$ cat config.mk
export PLATFORM = sky130hd
export DESIGN_NAME = ext_irq_ctrl
export DESIGN_NICKNAME = d
export VERILOG_FILES = /design/src/pkg/ext_irq_pkg.sv /design/src/rtl/axil_reg_port.sv /design/src/rtl/ext_irq_ctrl.sv /design/src/rtl/pin_edge_detect.sv
export VERILOG_INCLUDE_DIRS = /design/src /design/src/pkg
export SDC_FILE = /design/constraint.sdc
export NUM_CORES = 1
export LEC_CHECK = 0
export BUFFER_PORTS_ARGS = -buffer_cell sky130_fd_sc_hd__buf_2
export CAP_MARGIN = 20
export CORE_MARGIN = 2
export CORE_UTILIZATION = 40
export DETAILED_ROUTE_END_ITERATION = 7
export PLACE_DENSITY = 0.66
export SYNTH_ARGS = -nofsm -noshare
export SYNTH_HDL_FRONTEND = slang
export SYNTH_SLANG_ARGS = --single-unit
$ cat constraint.sdc
create_clock -name core_clk -period 4.8 [get_ports core_clk]
set_clock_uncertainty 0.1 [all_clocks]
set_input_delay 0.72 -clock core_clk [delete_from_list [all_inputs] [get_ports core_clk]]
set_output_delay 0.72 -clock core_clk [all_outputs]
set_load 0.01 [all_outputs]
$ cat src/pkg/ext_irq_consts.svh
// Offsets, field positions, reset values and widths of the pin interrupt block.
`ifndef EXT_IRQ_CONSTS_SVH
`define EXT_IRQ_CONSTS_SVH

`define AXI_ADDR_W        8
`define AXI_DATA_W        32
`define AXI_STRB_W        4
`define NUM_PINS          4
`define NUM_SRC           5

`define OFF_EDGE_SELECT   8'h00
`define OFF_PRIMARY_CTRL  8'h04
`define OFF_PIN3_CTRL     8'h08
`define OFF_IRQ_STATUS    8'h0C
`define OFF_IRQ_MASK      8'h10

`define RESP_OKAY         2'h0
`define RESP_SLVERR       2'h2

`define POS_GLOBAL_EN     0
`define POS_PIN0_EN       1
`define POS_PIN1_EN       2
`define POS_SHARED_EN     3
`define POS_PIN0_FLAG     4
`define POS_PIN1_FLAG     5
`define POS_SHARED_FLAG   6
`define POS_PIN3_EN       0
`define POS_PIN3_FLAG     4

`define SRC_PIN2          2
`define SRC_PIN3          3
`define SRC_COMP0         4

`define IMPL_SRC_FOUR     5'h0F
`define IMPL_SRC_TWO      5'h13
`define IMPL_EDGE_FOUR    8'hFF
`define IMPL_EDGE_TWO     8'h0F

`define RST_EDGE_SELECT   8'h00
`define RST_FLAGS         5'h00
`define RST_ENABLES       5'h00
`define RST_GLOBAL_EN     1'b0

`endif

$ cat src/pkg/ext_irq_pkg.sv
// Types shared by the pin interrupt block and its bus port.
package ext_irq_pkg;
  `include "ext_irq_consts.svh"

  typedef enum logic [1:0] {
    EDGE_OFF,
    EDGE_RISE,
    EDGE_FALL,
    EDGE_BOTH
  } edge_code_t;

  typedef struct packed {
    logic                     en;
    logic [`AXI_ADDR_W-1:0]   addr;
    logic [`AXI_DATA_W-1:0]   data;
    logic [`AXI_STRB_W-1:0]   strb;
  } reg_wr_t;

  typedef struct packed {
    logic                     en;
    logic [`AXI_ADDR_W-1:0]   addr;
  } reg_rd_t;
endpackage

$ cat src/rtl/axil_reg_port.sv
// AXI4-Lite slave front end that turns bus transfers into register strobes.
module axil_reg_port
  import ext_irq_pkg::*;
(
  input  wire logic                   core_clk,
  input  wire logic                   nrst,
  input  wire logic                   awvalid,
  output logic                        awready,
  input  wire logic [`AXI_ADDR_W-1:0] awaddr,
  input  wire logic                   wvalid,
  output logic                        wready,
  input  wire logic [`AXI_DATA_W-1:0] wdata,
  input  wire logic [`AXI_STRB_W-1:0] wstrb,
  output logic                        bvalid,
  input  wire logic                   bready,
  output logic [1:0]                  bresp,
  input  wire logic                   arvalid,
  output logic                        arready,
  input  wire logic [`AXI_ADDR_W-1:0] araddr,
  output logic                        rvalid,
  input  wire logic                   rready,
  output logic [`AXI_DATA_W-1:0]      rdata,
  output logic [1:0]                  rresp,
  output reg_wr_t                     wr,
  input  wire logic                   wr_err,
  output reg_rd_t                     rd,
  input  wire logic [`AXI_DATA_W-1:0] rd_data,
  input  wire logic                   rd_err
);
  logic                   aw_have_q;
  logic                   w_have_q;
  logic [`AXI_ADDR_W-1:0] awaddr_q;
  logic [`AXI_DATA_W-1:0] wdata_q;
  logic [`AXI_STRB_W-1:0] wstrb_q;
  logic                   wr_go;
  logic                   rd_go;

  assign wr_go = aw_have_q & w_have_q & ~bvalid;
  assign wr    = '{en: wr_go, addr: awaddr_q, data: wdata_q, strb: wstrb_q};
  assign rd_go = arvalid & arready;
  assign rd    = '{en: rd_go, addr: araddr};

  always_ff @(posedge core_clk or negedge nrst) begin
    if (!nrst) begin
      awready   <= 1'b0;
      aw_have_q <= 1'b0;
      awaddr_q  <= '0;
    end else if (awvalid && awready) begin
      awready   <= 1'b0;
      aw_have_q <= 1'b1;
      awaddr_q  <= awaddr;
    end else if (wr_go) begin
      aw_have_q <= 1'b0;
    end else if (!aw_have_q && !bvalid) begin
      awready   <= 1'b1;
    end
  end

  always_ff @(posedge core_clk or negedge nrst) begin
    if (!nrst) begin
      wready   <= 1'b0;
      w_have_q <= 1'b0;
      wdata_q  <= '0;
      wstrb_q  <= '0;
    end else if (wvalid && wready) begin
      wready   <= 1'b0;
      w_have_q <= 1'b1;
      wdata_q  <= wdata;
      wstrb_q  <= wstrb;
    end else if (wr_go) begin
      w_have_q <= 1'b0;
    end else if (!w_have_q && !bvalid) begin
      wready   <= 1'b1;
    end
  end

  always_ff @(posedge core_clk or negedge nrst) begin
    if (!nrst) begin
      bvalid <= 1'b0;
      bresp  <= `RESP_OKAY;
    end else if (wr_go) begin
      bvalid <= 1'b1;
      bresp  <= wr_err ? `RESP_SLVERR : `RESP_OKAY;
    end else if (bvalid && bready) begin
      bvalid <= 1'b0;
    end
  end

  always_ff @(posedge core_clk or negedge nrst) begin
    if (!nrst) begin
      arready <= 1'b0;
      rvalid  <= 1'b0;
      rdata   <= '0;
      rresp   <= `RESP_OKAY;
    end else if (rd_go) begin
      arready <= 1'b0;
      rvalid  <= 1'b1;
      rdata   <= rd_err ? '0 : rd_data;
      rresp   <= rd_err ? `RESP_SLVERR : `RESP_OKAY;
    end else if (rvalid && rready) begin
      rvalid  <= 1'b0;
    end else if (!rvalid) begin
      arready <= 1'b1;
    end
  end
endmodule

$ cat src/rtl/ext_irq_ctrl.sv
// External pin interrupt control: edge select, request flags and enables.
//
// The address map and the AXI4-Lite register port were chosen for this implementation.
module ext_irq_ctrl
  import ext_irq_pkg::*;
#(
  parameter bit FOUR_PIN = 1'b1
)
(
  input  wire logic                   core_clk,
  input  wire logic                   nrst,
  input  wire logic [`NUM_PINS-1:0]   pin_in,
  input  wire logic                   comp0_event,
  output logic                        core_irq,
  input  wire logic                   awvalid,
  output logic                        awready,
  input  wire logic [`AXI_ADDR_W-1:0] awaddr,
  input  wire logic                   wvalid,
  output logic                        wready,
  input  wire logic [`AXI_DATA_W-1:0] wdata,
  input  wire logic [`AXI_STRB_W-1:0] wstrb,
  output logic                        bvalid,
  input  wire logic                   bready,
  output logic [1:0]                  bresp,
  input  wire logic                   arvalid,
  output logic                        arready,
  input  wire logic [`AXI_ADDR_W-1:0] araddr,
  output logic                        rvalid,
  input  wire logic                   rready,
  output logic [`AXI_DATA_W-1:0]      rdata,
  output logic [1:0]                  rresp
);
  // Sources are indexed pin0, pin1, pin2, pin3, comparator0.
  localparam logic [`NUM_SRC-1:0] IMPL_SRC =
    FOUR_PIN ? `IMPL_SRC_FOUR : `IMPL_SRC_TWO;
  localparam logic [7:0] IMPL_EDGE =
    FOUR_PIN ? `IMPL_EDGE_FOUR : `IMPL_EDGE_TWO;
  // The shared bit pair of the primary register serves pin2 or comparator0.
  localparam int SHARED_SRC = FOUR_PIN ? `SRC_PIN2 : `SRC_COMP0;

  logic [7:0]          edge_sel_q;
  logic                global_en_q;
  logic [`NUM_SRC-1:0] flag_q;
  logic [`NUM_SRC-1:0] flag_d;
  logic [`NUM_SRC-1:0] en_q;
  logic [`NUM_SRC-1:0] en_d;
  logic [`NUM_PINS-1:0] pin_evt;
  logic [`NUM_SRC-1:0] src_evt;
  logic [`NUM_SRC-1:0] flag_wmask;
  logic [`NUM_SRC-1:0] flag_wval;
  logic [`NUM_SRC-1:0] flag_w1c;
  logic [`AXI_DATA_W-1:0] rd_data;
  logic                rd_err;
  logic                wr_err;
  logic                wr_byte;
  logic                hit_edge;
  logic                hit_prim;
  logic                hit_pin3;
  logic                hit_stat;
  logic                hit_mask;
  logic [7:0]          wbyte;
  logic [7:0]          prim_view;
  logic [7:0]          pin3_view;
  reg_wr_t             wr;
  reg_rd_t             rd;

  axil_reg_port u_port (
    .core_clk (core_clk),
    .nrst     (nrst),
    .awvalid  (awvalid),
    .awready  (awready),
    .awaddr   (awaddr),
    .wvalid   (wvalid),
    .wready   (wready),
    .wdata    (wdata),
    .wstrb    (wstrb),
    .bvalid   (bvalid),
    .bready   (bready),
    .bresp    (bresp),
    .arvalid  (arvalid),
    .arready  (arready),
    .araddr   (araddr),
    .rvalid   (rvalid),
    .rready   (rready),
    .rdata    (rdata),
    .rresp    (rresp),
    .wr       (wr),
    .wr_err   (wr_err),
    .rd       (rd),
    .rd_data  (rd_data),
    .rd_err   (rd_err)
  );

  // One detector per pin; each reads its own two-bit field.
  for (genvar p = 0; p < `NUM_PINS; p++) begin : g_pin
    pin_edge_detect u_det (
      .core_clk  (core_clk),
      .nrst      (nrst),
      .pin_async (pin_in[p]),
      .code      (edge_code_t'(edge_sel_q[2*p+1 -: 2])),
      .evt       (pin_evt[p])
    );
  end

  // Pins 2 and 3 exist only in the four-pin variant.
  assign src_evt = {comp0_event, pin_evt} & IMPL_SRC;

  // Write address decode.
  assign hit_edge = wr.addr == `OFF_EDGE_SELECT;
  assign hit_prim = wr.addr == `OFF_PRIMARY_CTRL;
  assign hit_pin3 = FOUR_PIN && (wr.addr == `OFF_PIN3_CTRL);
  assign hit_stat = wr.addr == `OFF_IRQ_STATUS;
  assign hit_mask = wr.addr == `OFF_IRQ_MASK;
  assign wr_err   = ~(hit_edge | hit_prim | hit_pin3 | hit_stat | hit_mask);
  // Registers are one byte wide and only byte lane 0 reaches them.
  assign wr_byte  = wr.en & wr.strb[0];
  assign wbyte    = wr.data[7:0];

  // Edge select register: unimplemented fields stay zero.
  always_ff @(posedge core_clk or negedge nrst) begin
    if (!nrst) begin
      edge_sel_q <= `RST_EDGE_SELECT;
    end else if (wr_byte && hit_edge) begin
      edge_sel_q <= wbyte & IMPL_EDGE;
    end
  end

  // Global enable.
  always_ff @(posedge core_clk or negedge nrst) begin
    if (!nrst) begin
      global_en_q <= `RST_GLOBAL_EN;
    end else if (wr_byte && hit_prim) begin
      global_en_q <= wbyte[`POS_GLOBAL_EN];
    end
  end

  // Direct flag writes from the primary and pin3 registers.
  always_comb begin
    flag_wmask = '0;
    flag_wval  = '0;
    flag_w1c   = '0;
    if (wr_byte && hit_prim) begin
      flag_wmask[0]          = 1'b1;
      flag_wmask[1]          = 1'b1;
      flag_wmask[SHARED_SRC] = 1'b1;
      flag_wval[0]           = wbyte[`POS_PIN0_FLAG];
      flag_wval[1]           = wbyte[`POS_PIN1_FLAG];
      flag_wval[SHARED_SRC]  = wbyte[`POS_SHARED_FLAG];
    end
    if (wr_byte && hit_pin3) begin
      flag_wmask[`SRC_PIN3]  = 1'b1;
      flag_wval[`SRC_PIN3]   = wbyte[`POS_PIN3_FLAG];
    end
    if (wr_byte && hit_stat) begin
      flag_w1c = wbyte[`NUM_SRC-1:0];
    end
  end

  // A detected edge wins over any clear in the same cycle.
  assign flag_d = ((((flag_q & ~flag_wmask) | (flag_wval & flag_wmask))
                   & ~flag_w1c) | src_evt) & IMPL_SRC;

  always_ff @(posedge core_clk or negedge nrst) begin
    if (!nrst) begin
      flag_q <= `RST_FLAGS;
    end else begin
      flag_q <= flag_d;
    end
  end

  // Enables are written through the primary, pin3 or mask registers.
  always_comb begin
    en_d = en_q;
    if (wr_byte && hit_prim) begin
      en_d[0]          = wbyte[`POS_PIN0_EN];
      en_d[1]          = wbyte[`POS_PIN1_EN];
      en_d[SHARED_SRC] = wbyte[`POS_SHARED_EN];
    end
    if (wr_byte && hit_pin3) begin
      en_d[`SRC_PIN3]  = wbyte[`POS_PIN3_EN];
    end
    if (wr_byte && hit_mask) begin
      en_d = wbyte[`NUM_SRC-1:0];
    end
    en_d = en_d & IMPL_SRC;
  end

  always_ff @(posedge core_clk or negedge nrst) begin
    if (!nrst) begin
      en_q <= `RST_ENABLES;
    end else begin
      en_q <= en_d;
    end
  end

  // The core sees a request only for an enabled, flagged source.
  always_ff @(posedge core_clk or negedge nrst) begin
    if (!nrst) begin
      core_irq <= 1'b0;
    end else begin
      core_irq <= global_en_q & |(flag_q & en_q);
    end
  end

  // Register views; bit 7 and unused positions read zero.
  always_comb begin
    prim_view                   = 8'h00;
    prim_view[`POS_GLOBAL_EN]   = global_en_q;
    prim_view[`POS_PIN0_EN]     = en_q[0];
    prim_view[`POS_PIN1_EN]     = en_q[1];
    prim_view[`POS_SHARED_EN]   = en_q[SHARED_SRC];
    prim_view[`POS_PIN0_FLAG]   = flag_q[0];
    prim_view[`POS_PIN1_FLAG]   = flag_q[1];
    prim_view[`POS_SHARED_FLAG] = flag_q[SHARED_SRC];
  end

  always_comb begin
    pin3_view                 = 8'h00;
    pin3_view[`POS_PIN3_EN]   = en_q[`SRC_PIN3];
    pin3_view[`POS_PIN3_FLAG] = flag_q[`SRC_PIN3];
  end

  // Read decode; unmapped addresses answer with an error and zero data.
  always_comb begin
    rd_data = '0;
    rd_err  = 1'b0;
    case (rd.addr)
      `OFF_EDGE_SELECT:  rd_data[7:0] = edge_sel_q;
      `OFF_PRIMARY_CTRL: rd_data[7:0] = prim_view;
      `OFF_PIN3_CTRL: begin
        if (FOUR_PIN) begin
          rd_data[7:0] = pin3_view;
        end else begin
          rd_err = 1'b1;
        end
      end
      `OFF_IRQ_STATUS:   rd_data[`NUM_SRC-1:0] = flag_q;
      `OFF_IRQ_MASK:     rd_data[`NUM_SRC-1:0] = en_q;
      default:           rd_err = 1'b1;
    endcase
  end
endmodule

$ cat src/rtl/pin_edge_detect.sv
// Synchronises one interrupt pin and flags the edges its code selects.
module pin_edge_detect
  import ext_irq_pkg::*;
(
  input  wire logic       core_clk,
  input  wire logic       nrst,
  input  wire logic       pin_async,
  input  wire edge_code_t code,
  output logic            evt
);
  logic       sync1_q;
  logic       sync2_q;
  logic       prev_q;
  logic [2:0] prime_q;
  logic       rise;
  logic       fall;

  always_ff @(posedge core_clk or negedge nrst) begin
    if (!nrst) begin
      sync1_q <= 1'b0;
      sync2_q <= 1'b0;
      prev_q  <= 1'b0;
    end else begin
      sync1_q <= pin_async;
      sync2_q <= sync1_q;
      prev_q  <= sync2_q;
    end
  end

  // Holds off detection until the history holds a real pin level.
  always_ff @(posedge core_clk or negedge nrst) begin
    if (!nrst) begin
      prime_q <= 3'h0;
    end else begin
      prime_q <= {prime_q[1:0], 1'b1};
    end
  end

  assign rise = prime_q[2] & sync2_q & ~prev_q;
  assign fall = prime_q[2] & ~sync2_q & prev_q;

  always_comb begin
    case (code)
      EDGE_OFF:  evt = 1'b0;
      EDGE_RISE: evt = rise;
      EDGE_FALL: evt = fall;
      EDGE_BOTH: evt = rise | fall;
      default:   evt = 1'b0;
    endcase
  end
endmodule
==> results of run 1 <==
==> cells in the final DEF, fill, tap and decap left out, types with 5 or more instances in the layout <==
cell type	n
a22o_1	7
buf_2	51
clkbuf_8	10
mux2_2	31
o21ai_0	14
clkinv_2	5
nor2_1	7
conb_1	27
nand2_1	21
nand3b_1	9
dfrtp_1	67
nor3_1	5
inv_1	6
==> power by group through the flow <==
stage	registers (mW)	clock network [mW]	logic, mW
floorplan	0.837	0	0.320
global placement	0.887	0	0.370
detailed placement	0.897	0	0.381
CTS	0.887	0.476	0.383
global route	0.917	0.505	0.420
finish	0.888	0.457	0.377
==> area by class of cell <==
type / count / area [µm²]
fillers: 682 / 3830
clock buffers: 10 / 138
inverters: 6 / 22.5
well taps: 99 / 124
clock inverters: 6 / 55.1
multi-input cells: 176 / 1230
flip-flops and latches: 67 / 1680
repair buffers: 52 / 263
==> through the flow <==
step | hold slack, ns | utilization | setup slack [ns] | power (mW)
after global placement | 0.232 | 0.452 | 2.28 | 1.26
after detailed placement | 0.235 | 0.452 | 2.26 | 1.28
after floorplan | 0.231 | - | 2.62 | 1.16
final | 0.248 | 0.478 | 2.48 | 1.72
after CTS | 0.251 | 0.478 | 2.46 | 1.75
after global routing | 0.248 | 0.478 | 2.35 | 1.84
==> flip-flops by register name, indices dropped and copies added, names as in the netlist, 3 cells and up <==
register             cells
edge_sel_q               8
u_port.awaddr_q          8
u_port.rdata             8
u_port.wdata_q           8
en_q                     4
flag_q                   4
g_pin.u_det.prev_q       4
g_pin.u_det.sync1_q      4
g_pin.u_det.sync2_q      4
g_pin.u_det.prime_q      3
==> worst max-delay path: stages (launching register included) <==
cell	delay, ns
dfrtp_1	0.45
nand4b_2	0.34
or4_1	0.50
nor3_4	0.42
mux2_2	0.39
==> kinds of logic (layout without fill, tap and decap cells) <==
kind of cell | after synthesis | count (layout) | synth area share
mux | 35 | 35 | 0.128
other cells | 2 | 27 | 0.00245
compound gates | 48 | 48 | 0.107
flops | 67 | 67 | 0.547
simple gates | 66 | 66 | 0.131
buf+inv | 40 | 74 | 0.0833
==> per-layer routing <==
layer | GRT usage | routed length [µm] | up-vias
met5 | 0 | 0 | -
met4 | 0.0720 | 108 | 0
met3 | 0.0465 | 357 | 10
met2 | 0.217 | 2610 | 67
met1 | 0.206 | 2710 | 1013
li1 | - | - | 994
==> worst max path at each step <==
stage,end,depth (start not counted),from
2_1_floorplan,flag_q[2],5,u_port.awaddr_q[0]
3_3_place_gp,u_port.rdata[5],5,araddr[7]
3_5_place_dp,u_port.rdata[6],5,araddr[7]
4_1_cts,edge_sel_q[4],4,u_port.bvalid
5_1_grt,edge_sel_q[6],4,u_port.bvalid
6_report,edge_sel_q[3],4,u_port.bvalid
==> flow_results.org, run 1 <==
** Synthesis
- Synthesis produced a netlist whose cell count is 258.
- Asr flop ratio synth :: 1.00
- Of the post-synthesis cell area, the dominant cell type holds 0.547.
- Biggest area contributors in the synthesized netlist :: dfrtp_1 55%, mux2_2 11%, buf_4 6.4%
- The Yosys step of the flow raised 0 warnings.
- A synthesized cell averages 11.9 µm².
- The most used flip-flop cell after synthesis is dfrtp_1.
- Number of flops mapped to enable cells by yosys :: 0
- Seq/Total Area, Yosys :: 0.547
- Cell taking the most area after synthesis :: dfrtp_1
- Post-synthesis sequential element count :: 67
- Synth Cell Area :: about 0.0031 mm²
- Counting instances in the post-synthesis netlist gives the leading cell types as 67 x dfrtp_1, 31 x mux2_2, 26 x buf_4.
- dfrtp_1 is the most common cell in the netlist.
- Counting distinct cell types in the post-synthesis netlist gives 41.

** Place
- Number of input and output port buffers inserted :: a little over 50
- Placed Area :: between 0.003 and 0.004 mm²
- At the end of routability-driven placement, the weighted congestion stood at between 0.7 and 0.8.
- Summed over all nets, the half-perimeter wirelength after detailed placement is 4.12 mm.
- After detailed placement, the design holds a cell count of 400.

** Die
- The total area inside the core boundary comes to between 0.007 and 0.008 mm².
- ~110 I/O pins were placed.
- Die Ht :: about 92 µm
- Measured along the x axis, the die boundary spans a little over 90 µm.
- After floorplanning, the core was divided into 31 placement rows.
- Die Area :: between 0.008 and 0.009 mm²
- Starting utilization of the core area :: 0.418

** GRT
- Overall fraction of global-route tracks in use :: 0.150
- The via count of the first global-routing pass was slightly below 2000.
- First-pass GRT wire length :: around 9.6 mm
- Initial antenna violation count :: 0
- Entering global routing, the biggest net connects 38 pins.
- Summed over all layers, the global routing overflow is 0.

** Run
- Max-cap viol count :: 0

** STA
- Worst Max-Slew Pin Slew :: about 0.68 ns
- Unrepaired setup endpoints after global routing :: no
- Setup violations remaining at the end of the flow were counted as 0.
- Of the available clock period, the critical path in the final layout requires 0.484.
- Post-layout minimum cycle time :: roughly 2.3 ns
- The max-slew violation total from the final report was 0.
- Summed over all failing endpoints, the final setup total negative slack is 0 ns.
- Final count of hold timing violations :: 0
- F_max :: approximately 430 MHz
- Worst slew margin :: 0.549

** CTS
- Reg clk slew, reported paths :: roughly 0.070 ns
- TritonCTS built the clock tree.
- The H-tree was split into 3 levels.
- The clock net in this run drives a total of 67 sinks.
- Clock tree buffer depth :: 2
- Once the clock tree was built, the resizer swapped 0 gates to a different size.
- At the later pin of the worst-skew pair, clock insertion delay measures ~0.35 ns.
- CTS placed an instance of clkbuf_8 at the clock tree root.
- Once the clock tree was built, the setup fixing pass inserted 0 buffers.
- Number of buffers created by CTS :: 9
- Number of hold-repair buffers added at the cts stage :: 0

** Detailed routing
- Routed wire per std cell :: 13.9 µm
- Post-DRT Antenna Nets :: 0
- The first detailed-routing pass took 4 iterations.
- After detailed routing, the number of vias per cell comes to between 5 and 6.
- Routed wire length :: a little under 6 mm
- Number of DRC violations after detailed-routing iteration 0 :: 82
- Number of remaining DRC errors :: 0
- Summing over every cut layer, the via total after detailed routing is 2084.

** Worst hold path
- Number of cells on the worst hold path :: 0
- The worst hold path terminates at g_pin[3].u_det.sync2_q.
- In this run the most critical hold path is launched from g_pin[3].u_det.sync1_q.
- The tightest min-delay check is of the flop to flop type.

** Worst setup path
- The worst register-to-register path has a depth of 4.
- Critical path arrival :: 2.45 ns
- In this run the register-to-register setup slack is roughly 2.5 ns.
- Maximum fanout along the worst path :: 8
- The startpoint identified for the worst register-to-register timing path is u_port.bvalid.
- Critical Path End Type :: flop
- Critical Path Source Type :: flop
- Data on the critical path is required at its endpoint by between 4 and 5 ns.
- Worst Path Class, Setup :: flop to flop
- The worst register-to-register path ends at edge_sel_q[3].

** Power
- Summed over all nets, the switching power comes to 0.558 mW.
- The share of total power dissipated in sequential elements is 0.516.
- Dividing total power by cell area gives a power density of approximately 500 mW/mm².
- For this design the static power due to leakage is 1.67 nW.
- Of the total power, the share spent switching nets is 0.324.
- Peak ir drop on the vdd network :: around 280 µV
- Power Internal :: roughly 1.2 mW
- Relative contribution of the clock network to total power :: 0.266
- Of the total power, combinational logic draws 0.219.

** Cells and area
- Compared with the post-synthesis result, the final layout area differs by 14.4%.
- The finished cells cover around 0.0035 mm².
- Post-layout instance count excluding filler cells :: between 400 and 500
- 0 antenna diodes ended up in the layout.
- At the end of the flow, the number of nets in the layout was between 300 and 400.
- In the final layout, the share of cells above drive strength 1 is 0.328.

** Outcome
- Outcome :: completed
No activity file was read; power rests on OpenSTA's default activity.
==> run 2, diff against run 1 <==
- ABC_AREA: unset -> 1
- clock period: 4.8 -> 2.15 ns (I/O delays scaled with it)
==> run 2 against run 1 <==
Non-clock buffer count increased by 5. Total power grew 110%. Cell area grew 6.1%. Sequential cell count unchanged. Clock-buffer cell count unchanged. Core utilization up 0.33 points. Via count grew 19%. Critical endpoint is now edge_sel_q[4]. Highest routed layer unchanged.
==> flow_results.org, run 2 <==
** Place
- Number of input and output port buffers inserted :: 51
- The HPWL after detailed placement is roughly 4.5 mm.
- Gpl congestion :: around 0.8
- Placed Area :: about 0.0035 mm²
- Including well taps, the total number of placed cells is 515.

** Worst setup path
- Critical path depth :: 6
- Reg2reg end :: edge_sel_q[4]
- Data required time of the worst path :: between 2 and 2.5 ns
- The critical path goes through inv_2 -> nand4_2 -> inv_2 -> nand2_2 -> nand2_1 -> o21ai_2.
- In this run the critical register-to-register path is launched from u_port.bvalid.
- Slowest Stage Delay on Critical Path :: a little under 0.4 ns
- Buf/Inv on CP :: 2
- Critical Path Source Type :: flop
- Maximum fanout along the worst path :: 15
- Kind of cell with the highest combined delay on the critical path :: simple AND/OR/NAND/NOR gates
- Beginning of the critical path :: u_port.bvalid
- The worst setup path is captured at a flop.
- Among all stages on the critical path, the largest delay is contributed by dfrtp_1.
- The cell that appears most often on the critical path is inv_2.
- Measured in cells, the most critical reg-to-reg path has a length of 6.
- Critical path arrival :: approximately 1.7 ns
- The setup check on the worst reg-to-reg path leaves a slack of 0.59 ns.
- Worst Path Class, Setup :: flop to flop
- CP endpoint :: edge_sel_q[4]

** Detailed routing
- Post-DR vias/cell :: 4.63
- Across all layers, the routed design uses ~2500 vias.
- Post-DRT Antenna Nets :: 0
- In the routed design, unresolved DRC markers number 0.
- The routed design has approximately 6.1 mm of wire.
- Number of DRC violations after detailed-routing iteration 0 :: between 100 and 150
- Number of optimization iterations in the first detailed-route pass :: 4
- Routed wire per std cell :: roughly 11 µm

** Die
- Die Area :: 0.00873 mm²
- The die is roughly 93 µm tall.
- Row generation in the floorplan step produced 32 rows.
- Total core area :: about 0.0077 mm²
- Ports :: 106
- The initial utilization of the core area, before any placement, comes to 0.414.
- Horiz. Die Dim :: approximately 93 µm

** Synthesis
- Of the synthesized area, sequential elements account for 0.524.
- The most used flip-flop cell after synthesis is dfrtp_1.
- The biggest area contributor in the post-synthesis netlist is dfrtp_1.
- The mapped netlist covers between 0.003 and 0.004 mm².
- Asr flop ratio synth :: 1.00
- Dominant cell by count in the synthesized netlist :: nand2_1
- Post-synthesis sequential element count :: 67
- The cell count after synthesis came out at approximately 370.
- Yosys printed 0 warnings.
- Synthesized area per cell :: slightly below 9 µm²
- Counting flops with a built-in enable in the synthesized netlist gives 0.
- Biggest area contributors in the synthesized netlist :: dfrtp_1 52%, nand2_1 12%, buf_4 6.1%
- In this run, distinct cell masters in the synthesized netlist total 30.
- Share of the synthesized area in the top cell type :: 0.524
- Top post-synthesis cells by count :: 100 x nand2_1, 67 x dfrtp_1, 36 x inv_1

** Cells and area
- The finished layout holds 536 standard cells, fillers aside.
- Fraction of layout instances using a drive strength above 1 :: 0.228
- Area growth, synth to finish :: 16.2%
- Leaving out fill and tap cells, the most frequent cells in the layout are 100 x nand2_1, 67 x dfrtp_1, 51 x buf_2, 36 x inv_1, 33 x nand3_1.
- After the last flow step, the layout net total stands at between 400 and 500.
- Leaving out fill and tap cells, the most frequent cell in the layout is nand2_1.
- 0 antenna diodes ended up in the layout.
- Total non-filler cell area in the finished layout :: 0.00372 mm²
- The filler cells instantiated in the layout total ~760.

** Power
- Total power for the finished layout comes to 3.60 mW.
- For this design the ratio of total power to cell area is 967 mW/mm².
- Standby leakage power :: approximately 2.0 nW
- Peak ir drop on the vdd network :: about 580 µV

** Worst hold path
- In this run the worst hold path is classified as input port to flop.

** CTS
- TritonCTS built the clock tree.
- The tree built by TritonCTS fans out to 67 sinks.
- Insertion delay of the later-clocked pin in the worst-skew pair :: around 0.34 ns
- After clock tree synthesis, the clock-pin slew on the worst setup and hold paths is 0.07 ns.
- The number of clock buffers added by TritonCTS is 9.
- No sink is reached through more buffers than the 2 on the longest clock path.
- H-tree level count :: 3
- Once the clock tree was built, the setup fixing pass inserted 0 buffers.
- Cell at the root of the clock tree :: clkbuf_8

** STA
- Setup Viol. Count Final :: 0
- Setup repair after global routing left no endpoint under its margin.
- Final count of hold timing violations :: 0
- In the finished design, the share of the clock period the worst path needs comes to 0.727.
- Post-layout minimum cycle time :: between 1.5 and 2 ns
- Timing would allow up to between 600 and 700 MHz.
- The max-slew violation total from the final report was 0.
- Setup_tns :: 0 ns

** GRT
- Pin count of the biggest net entering global routing :: 68
- For this run the aggregate overflow at the end of global routing stands at 0.
- The initial antenna violation count is 0.
- The first global-routing pass estimated roughly 11 mm of wire.
- Overall fraction of global-route tracks in use :: 0.158
- The via count of the first global-routing pass was roughly 2300.

** Outcome
- Outcome :: completed

** Run
- The tool flagged a number of max-cap violations equal to 0.
==> run 2: cell types whose count changed after synthesis, moves of 5 or more <==
cell      before  now
nand2_1       21  100
inv_1          6   36
nand3_1        3   33
mux2_2        31    3
nor2_1         7   24
a21oi_1        2   11
nand3b_1       9    0
o21ai_0       14   22
o21ai_2        0    7
a22o_1         7    1
clkbuf_1       7    2
nor2_4         0    5
==> run 2: worst min path at each step <==
| stage | startpoint | slack [ns] | cells past startpoint | end |
|---|---|---|---|---|
| after floorplan | nrst | -0.07 | 0 | core_irq |
| after global placement | g_pin[2].u_det.prime_q[0] | 0.23 | 0 | g_pin[1].u_det.prime_q[1] |
| after detailed placement | g_pin[1].u_det.sync1_q | 0.23 | 0 | g_pin[1].u_det.sync2_q |
| after CTS | bready | 0.05 | 2 | u_port.bvalid |
| after global routing | bready | 0.05 | 2 | u_port.bvalid |
| final | bready | 0.06 | 2 | u_port.bvalid |
==> run 2: metal layers <==
| layer | up-vias | part of all wire | wire length, µm | track usage |
|---|---|---|---|---|
| met5 | - | 0 | 0 | 0 |
| met4 | 0 | 0.022 | 135 | 0.0748 |
| met3 | 12 | 0.050 | 309 | 0.0330 |
| met2 | 73 | 0.45 | 2770 | 0.234 |
| met1 | 1154 | 0.48 | 2940 | 0.222 |
| li1 | 1240 | - | - | - |
==> run 2: stage by stage <==
| stage | hold slack, ns | util | setup slack, ns |
|---|---|---|---|
| after floorplan | -0.0731 | - | 0.814 |
| after global placement | 0.232 | 0.449 | 0.601 |
| after detailed placement | 0.235 | 0.449 | 0.589 |
| after CTS | 0.0490 | 0.481 | 0.581 |
| after global routing | 0.0500 | 0.481 | 0.435 |
| final | 0.0590 | 0.481 | 0.587 |
==> run 2: logic make-up (layout without fill, tap and decap cells) <==
| family | after synthesis | count (layout) | synth area share |
|---|---|---|---|
| other | 2 | 27 | 0.00235 |
| buffers and inverters | 71 | 113 | 0.119 |
| AND/OR/NAND/NOR | 175 | 175 | 0.254 |
| flip-flops | 67 | 67 | 0.524 |
| AO/OA/AOI/OAI | 49 | 49 | 0.0907 |
| multiplexers | 3 | 3 | 0.0106 |
==> run 2: area by class of cell <==
class / count / area [µm²] / area share
clock buffers: 10 / 138 / 0.0370
clock inverters: 6 / 65.1 / 0.0175
inverters: 40 / 150 / 0.0404
multi-input cells: 254 / 1240 / 0.333
flip-flops and latches: 67 / 1680 / 0.451
well taps: 102 / 128 / 0.0343
repair buffers: 57 / 325 / 0.0875
==> run 2: report_power, final <==
group	total, mW	internal [mW]	switching [mW]
clock	1.07	0.567	0.499
sequential	1.71	1.53	0.179
combinational	0.821	0.272	0.549
total	3.60	2.37	1.23
==> run 2: repair_timing <==
item / CTS / global route
hold buffers: 5 / 0
hold endpoints to repair: 71 / 0
gates resized for setup: 0 / 0
==> run 2: worst register-to-register path, stage by stage, from the launching register on <==
cell,delay (ns)
dfrtp_1,0.39
inv_2,0.09
nand4_2,0.14
inv_2,0.25
nand2_2,0.27
nand2_1,0.15
o21ai_2,0.06
==> run 3, diff against run 2 <==
- PLACE_DENSITY: 0.66 -> 0.68
- clock period: 2.15 -> 1.3 ns (I/O delays scaled with it)
==> run 3 against run 2 <==
The flow now finishes with violations (setup timing). Worst setup slack lost 0.68 ns. Clock power grew 35%. Sequential cell count is the same.
==> flow_results.org, run 3 (synthesized netlist as in run 2, its figures left out) <==
** Outcome
- Outcome :: finished, violations left
- The checks that failed: setup timing.

** Detailed routing
- Number of optimization iterations in the first detailed-route pass :: 4
- Routed wire length :: between 6 and 7 mm
- The routed layout has 2628 vias.
- Number of DRC violations after detailed-routing iteration 0 :: approximately 170
- After detailed routing, the number of remaining DRC violations is 0.
- Once detail routing completed, the nets flagged for antenna violations numbered 0.
- Post-DR vias/cell :: between 4 and 5
- Routed wire per std cell :: approximately 11 µm

** STA
- The max-slew violation total from the final report was 0.
- Setup violations remaining at the end of the flow were counted as 17.
- On the final layout, the worst hold slack is about 0.016 ns.
- F_max :: between 700 and 800 MHz
- For the final routed database, the setup TNS stands at -1.10 ns.
- Final setup slack of the worst path :: -0.0974 ns
- The worst path in the final design needs a cycle of around 1.4 ns, including I/O delays and setup.
- Final count of hold timing violations :: 0
- Period utilisation layout :: 1.07
- Unrepaired setup endpoints after global routing :: yes

** Cells and area
- Area growth, synth to finish :: 28.2%
- The filler cells instantiated in the layout total between 700 and 800.
- The finished layout holds approximately 570 standard cells, fillers aside.
- After routing the design area is between 0.004 and 0.005 mm².
- Of the cells placed in the final design, the portion with a size suffix greater than 1 is 0.279.
- Antenna diodes :: 0
- Commonest non-fill, non-tap cell in the layout :: nand2_1
- The top cell types in the final layout, fill and taps aside, are 97 x nand2_1, 67 x dfrtp_1, 50 x buf_2, 33 x inv_1, 29 x nand3_1.
- For this run, the post-layout net count is 530.

** Worst setup path
- Critical Path End Type :: flop
- Along the worst path, the maximum fanout reaches 6.
- Data on the critical path is required at its endpoint by between 1 and 1.5 ns.
- The worst register-to-register path ends at en_q[1].
- Critical path arrival :: approximately 1.5 ns
- The setup check on the worst reg-to-reg path leaves a slack of -0.1 ns.
- Worst Path Class, Setup :: flop to flop
- The worst register-to-register path has a depth of 8.
- Source of the worst register-to-register timing path :: u_port.awaddr_q[0]
- STA classifies the critical path startpoint as a flop.

** CTS
- Insertion delay of the later-clocked pin in the worst-skew pair :: between 0.3 and 0.4 ns
- H-tree level count :: 3
- After clock tree synthesis, the clock-pin slew on the worst setup and hold paths is roughly 0.07 ns.
- Number of buffers created by CTS :: 9
- The root buffer cell chosen for the clock tree is clkbuf_8.
- The clock passes through at most 2 buffers.
- Number of clock sinks seen by CTS :: between 60 and 70
- CTS tree :: done

** Power
- Relative contribution of the clock network to total power :: 0.231
- IR analysis of the VDD net gives a maximum drop of between 900 and 1000 µV.
- The share of total power dissipated in sequential elements is 0.462.
- Switching power :: about 2.2 mW
- Power Dens Cells :: 1510 mW/mm²
- Relative contribution of combinational cells to total power :: 0.307
- Standby leakage power :: ~2.2 nW
- Net Sw Frac :: 0.353
- Power Internal :: ~4 mW
- Total design power :: roughly 6.2 mW

** Die
- Horiz. Die Dim :: around 93 µm
- The floorplan step defined a die boundary enclosing slightly below 0.009 mm².
- The floorplan has 32 rows.
- During I/O placement, the number of pins put on the boundary was roughly 110.
- The region available for standard cell placement spans 0.00773 mm².
- Die Ht :: between 90 and 100 µm
- Starting utilization of the core area :: 0.414

** GRT
- Initial antenna violation count :: 0
- For this run the aggregate overflow at the end of global routing stands at 0.
- The first global-routing pass estimated ~11 mm of wire.
- Across every metal layer, demand over resource in global routing totals 0.158.
- The via count of the first global-routing pass came to about 2500.
- Pin count of the biggest net entering global routing :: 41

** Place
- Placed cell count :: 533
- Buffers placed on the I/O ports in this run total 51.
- Total half-perimeter wirelength after legalization and detailed placement :: around 4.7 mm
- At the end of routability-driven placement, the weighted congestion stood at 0.803.
- Placed Area :: 0.00362 mm²

** Worst hold path
- The startpoint identified for the worst hold timing path is awaddr[5].
- Number of cells on the worst hold path :: 3
- The tightest min-delay check is of the input port to flop type.
- Worst Hold End :: u_port.awaddr_q[5]

** Run
- Max-cap viol count :: 0
-- run 3: how the worst max path moves through the flow --
stage | from | to | slack [ns] | depth (start not counted)
2_1_floorplan | u_port.bvalid | en_q[1] | -0.01 | 9
3_3_place_gp | u_port.awaddr_q[7] | edge_sel_q[3] | -0.12 | 6
3_5_place_dp | u_port.awaddr_q[7] | edge_sel_q[4] | -0.14 | 6
4_1_cts | u_port.awaddr_q[6] | en_q[0] | -0.09 | 8
5_1_grt | u_port.awaddr_q[0] | en_q[1] | -0.20 | 8
6_report | u_port.awaddr_q[0] | en_q[1] | -0.1 | 8
-- run 3: critical path: stages, from the launching register on --
cell     delay (ns)
dfrtp_1        0.41
nor2_4         0.16
nand3_4        0.11
nor2_4         0.20
nand2_4        0.10
nand2_4        0.10
inv_4          0.04
nand2_1        0.04
nand2_1        0.04
-- run 3: what timing repair did --
action                     CTS  global route
buffers inserted             1             1
gates resized for setup      6            21
hold endpoints to repair    31             0
cloned                       0             2
pin swaps                    8             7
hold buffers                20             0
setup endpoints to repair   17            25
-- run 3: metrics by stage --
step	setup WS, ns	util
after floorplan	-0.0102	-
after global placement	-0.116	0.469
after detailed placement	-0.139	0.469
after CTS	-0.0877	0.519
after global routing	-0.202	0.531
final	-0.0974	0.531
-- run 3: layout make-up --
class                      count  area (µm²)  area share
sequential                    67        1680       0.409
multi-input combinational    254        1320       0.321
timing repair buffer          92         656       0.160
inverter                      40         159      0.0387
clock buffer                  10         128      0.0311
tap                          102         128      0.0311
clock inverter                 4        28.8     0.00701
timing repair inverter         2        12.5     0.00305
-- run 3: power groups by stage --
stage / Combinational (mW) / Sequential, mW / Clock (mW)
after global placement: 1.67 / 2.85 / 0
after detailed placement: 1.72 / 2.87 / 0
after floorplan: 0.981 / 2.88 / 0
after CTS: 1.81 / 2.85 / 1.46
after global routing: 2.14 / 2.93 / 1.58
final: 1.90 / 2.86 / 1.44
-- run 3: routing by layer --
metal,global-route usage,part of all wire
met1,0.208,0.45
met2,0.249,0.48
met3,0.0379,0.057
met4,0.0662,0.011
met5,0,0
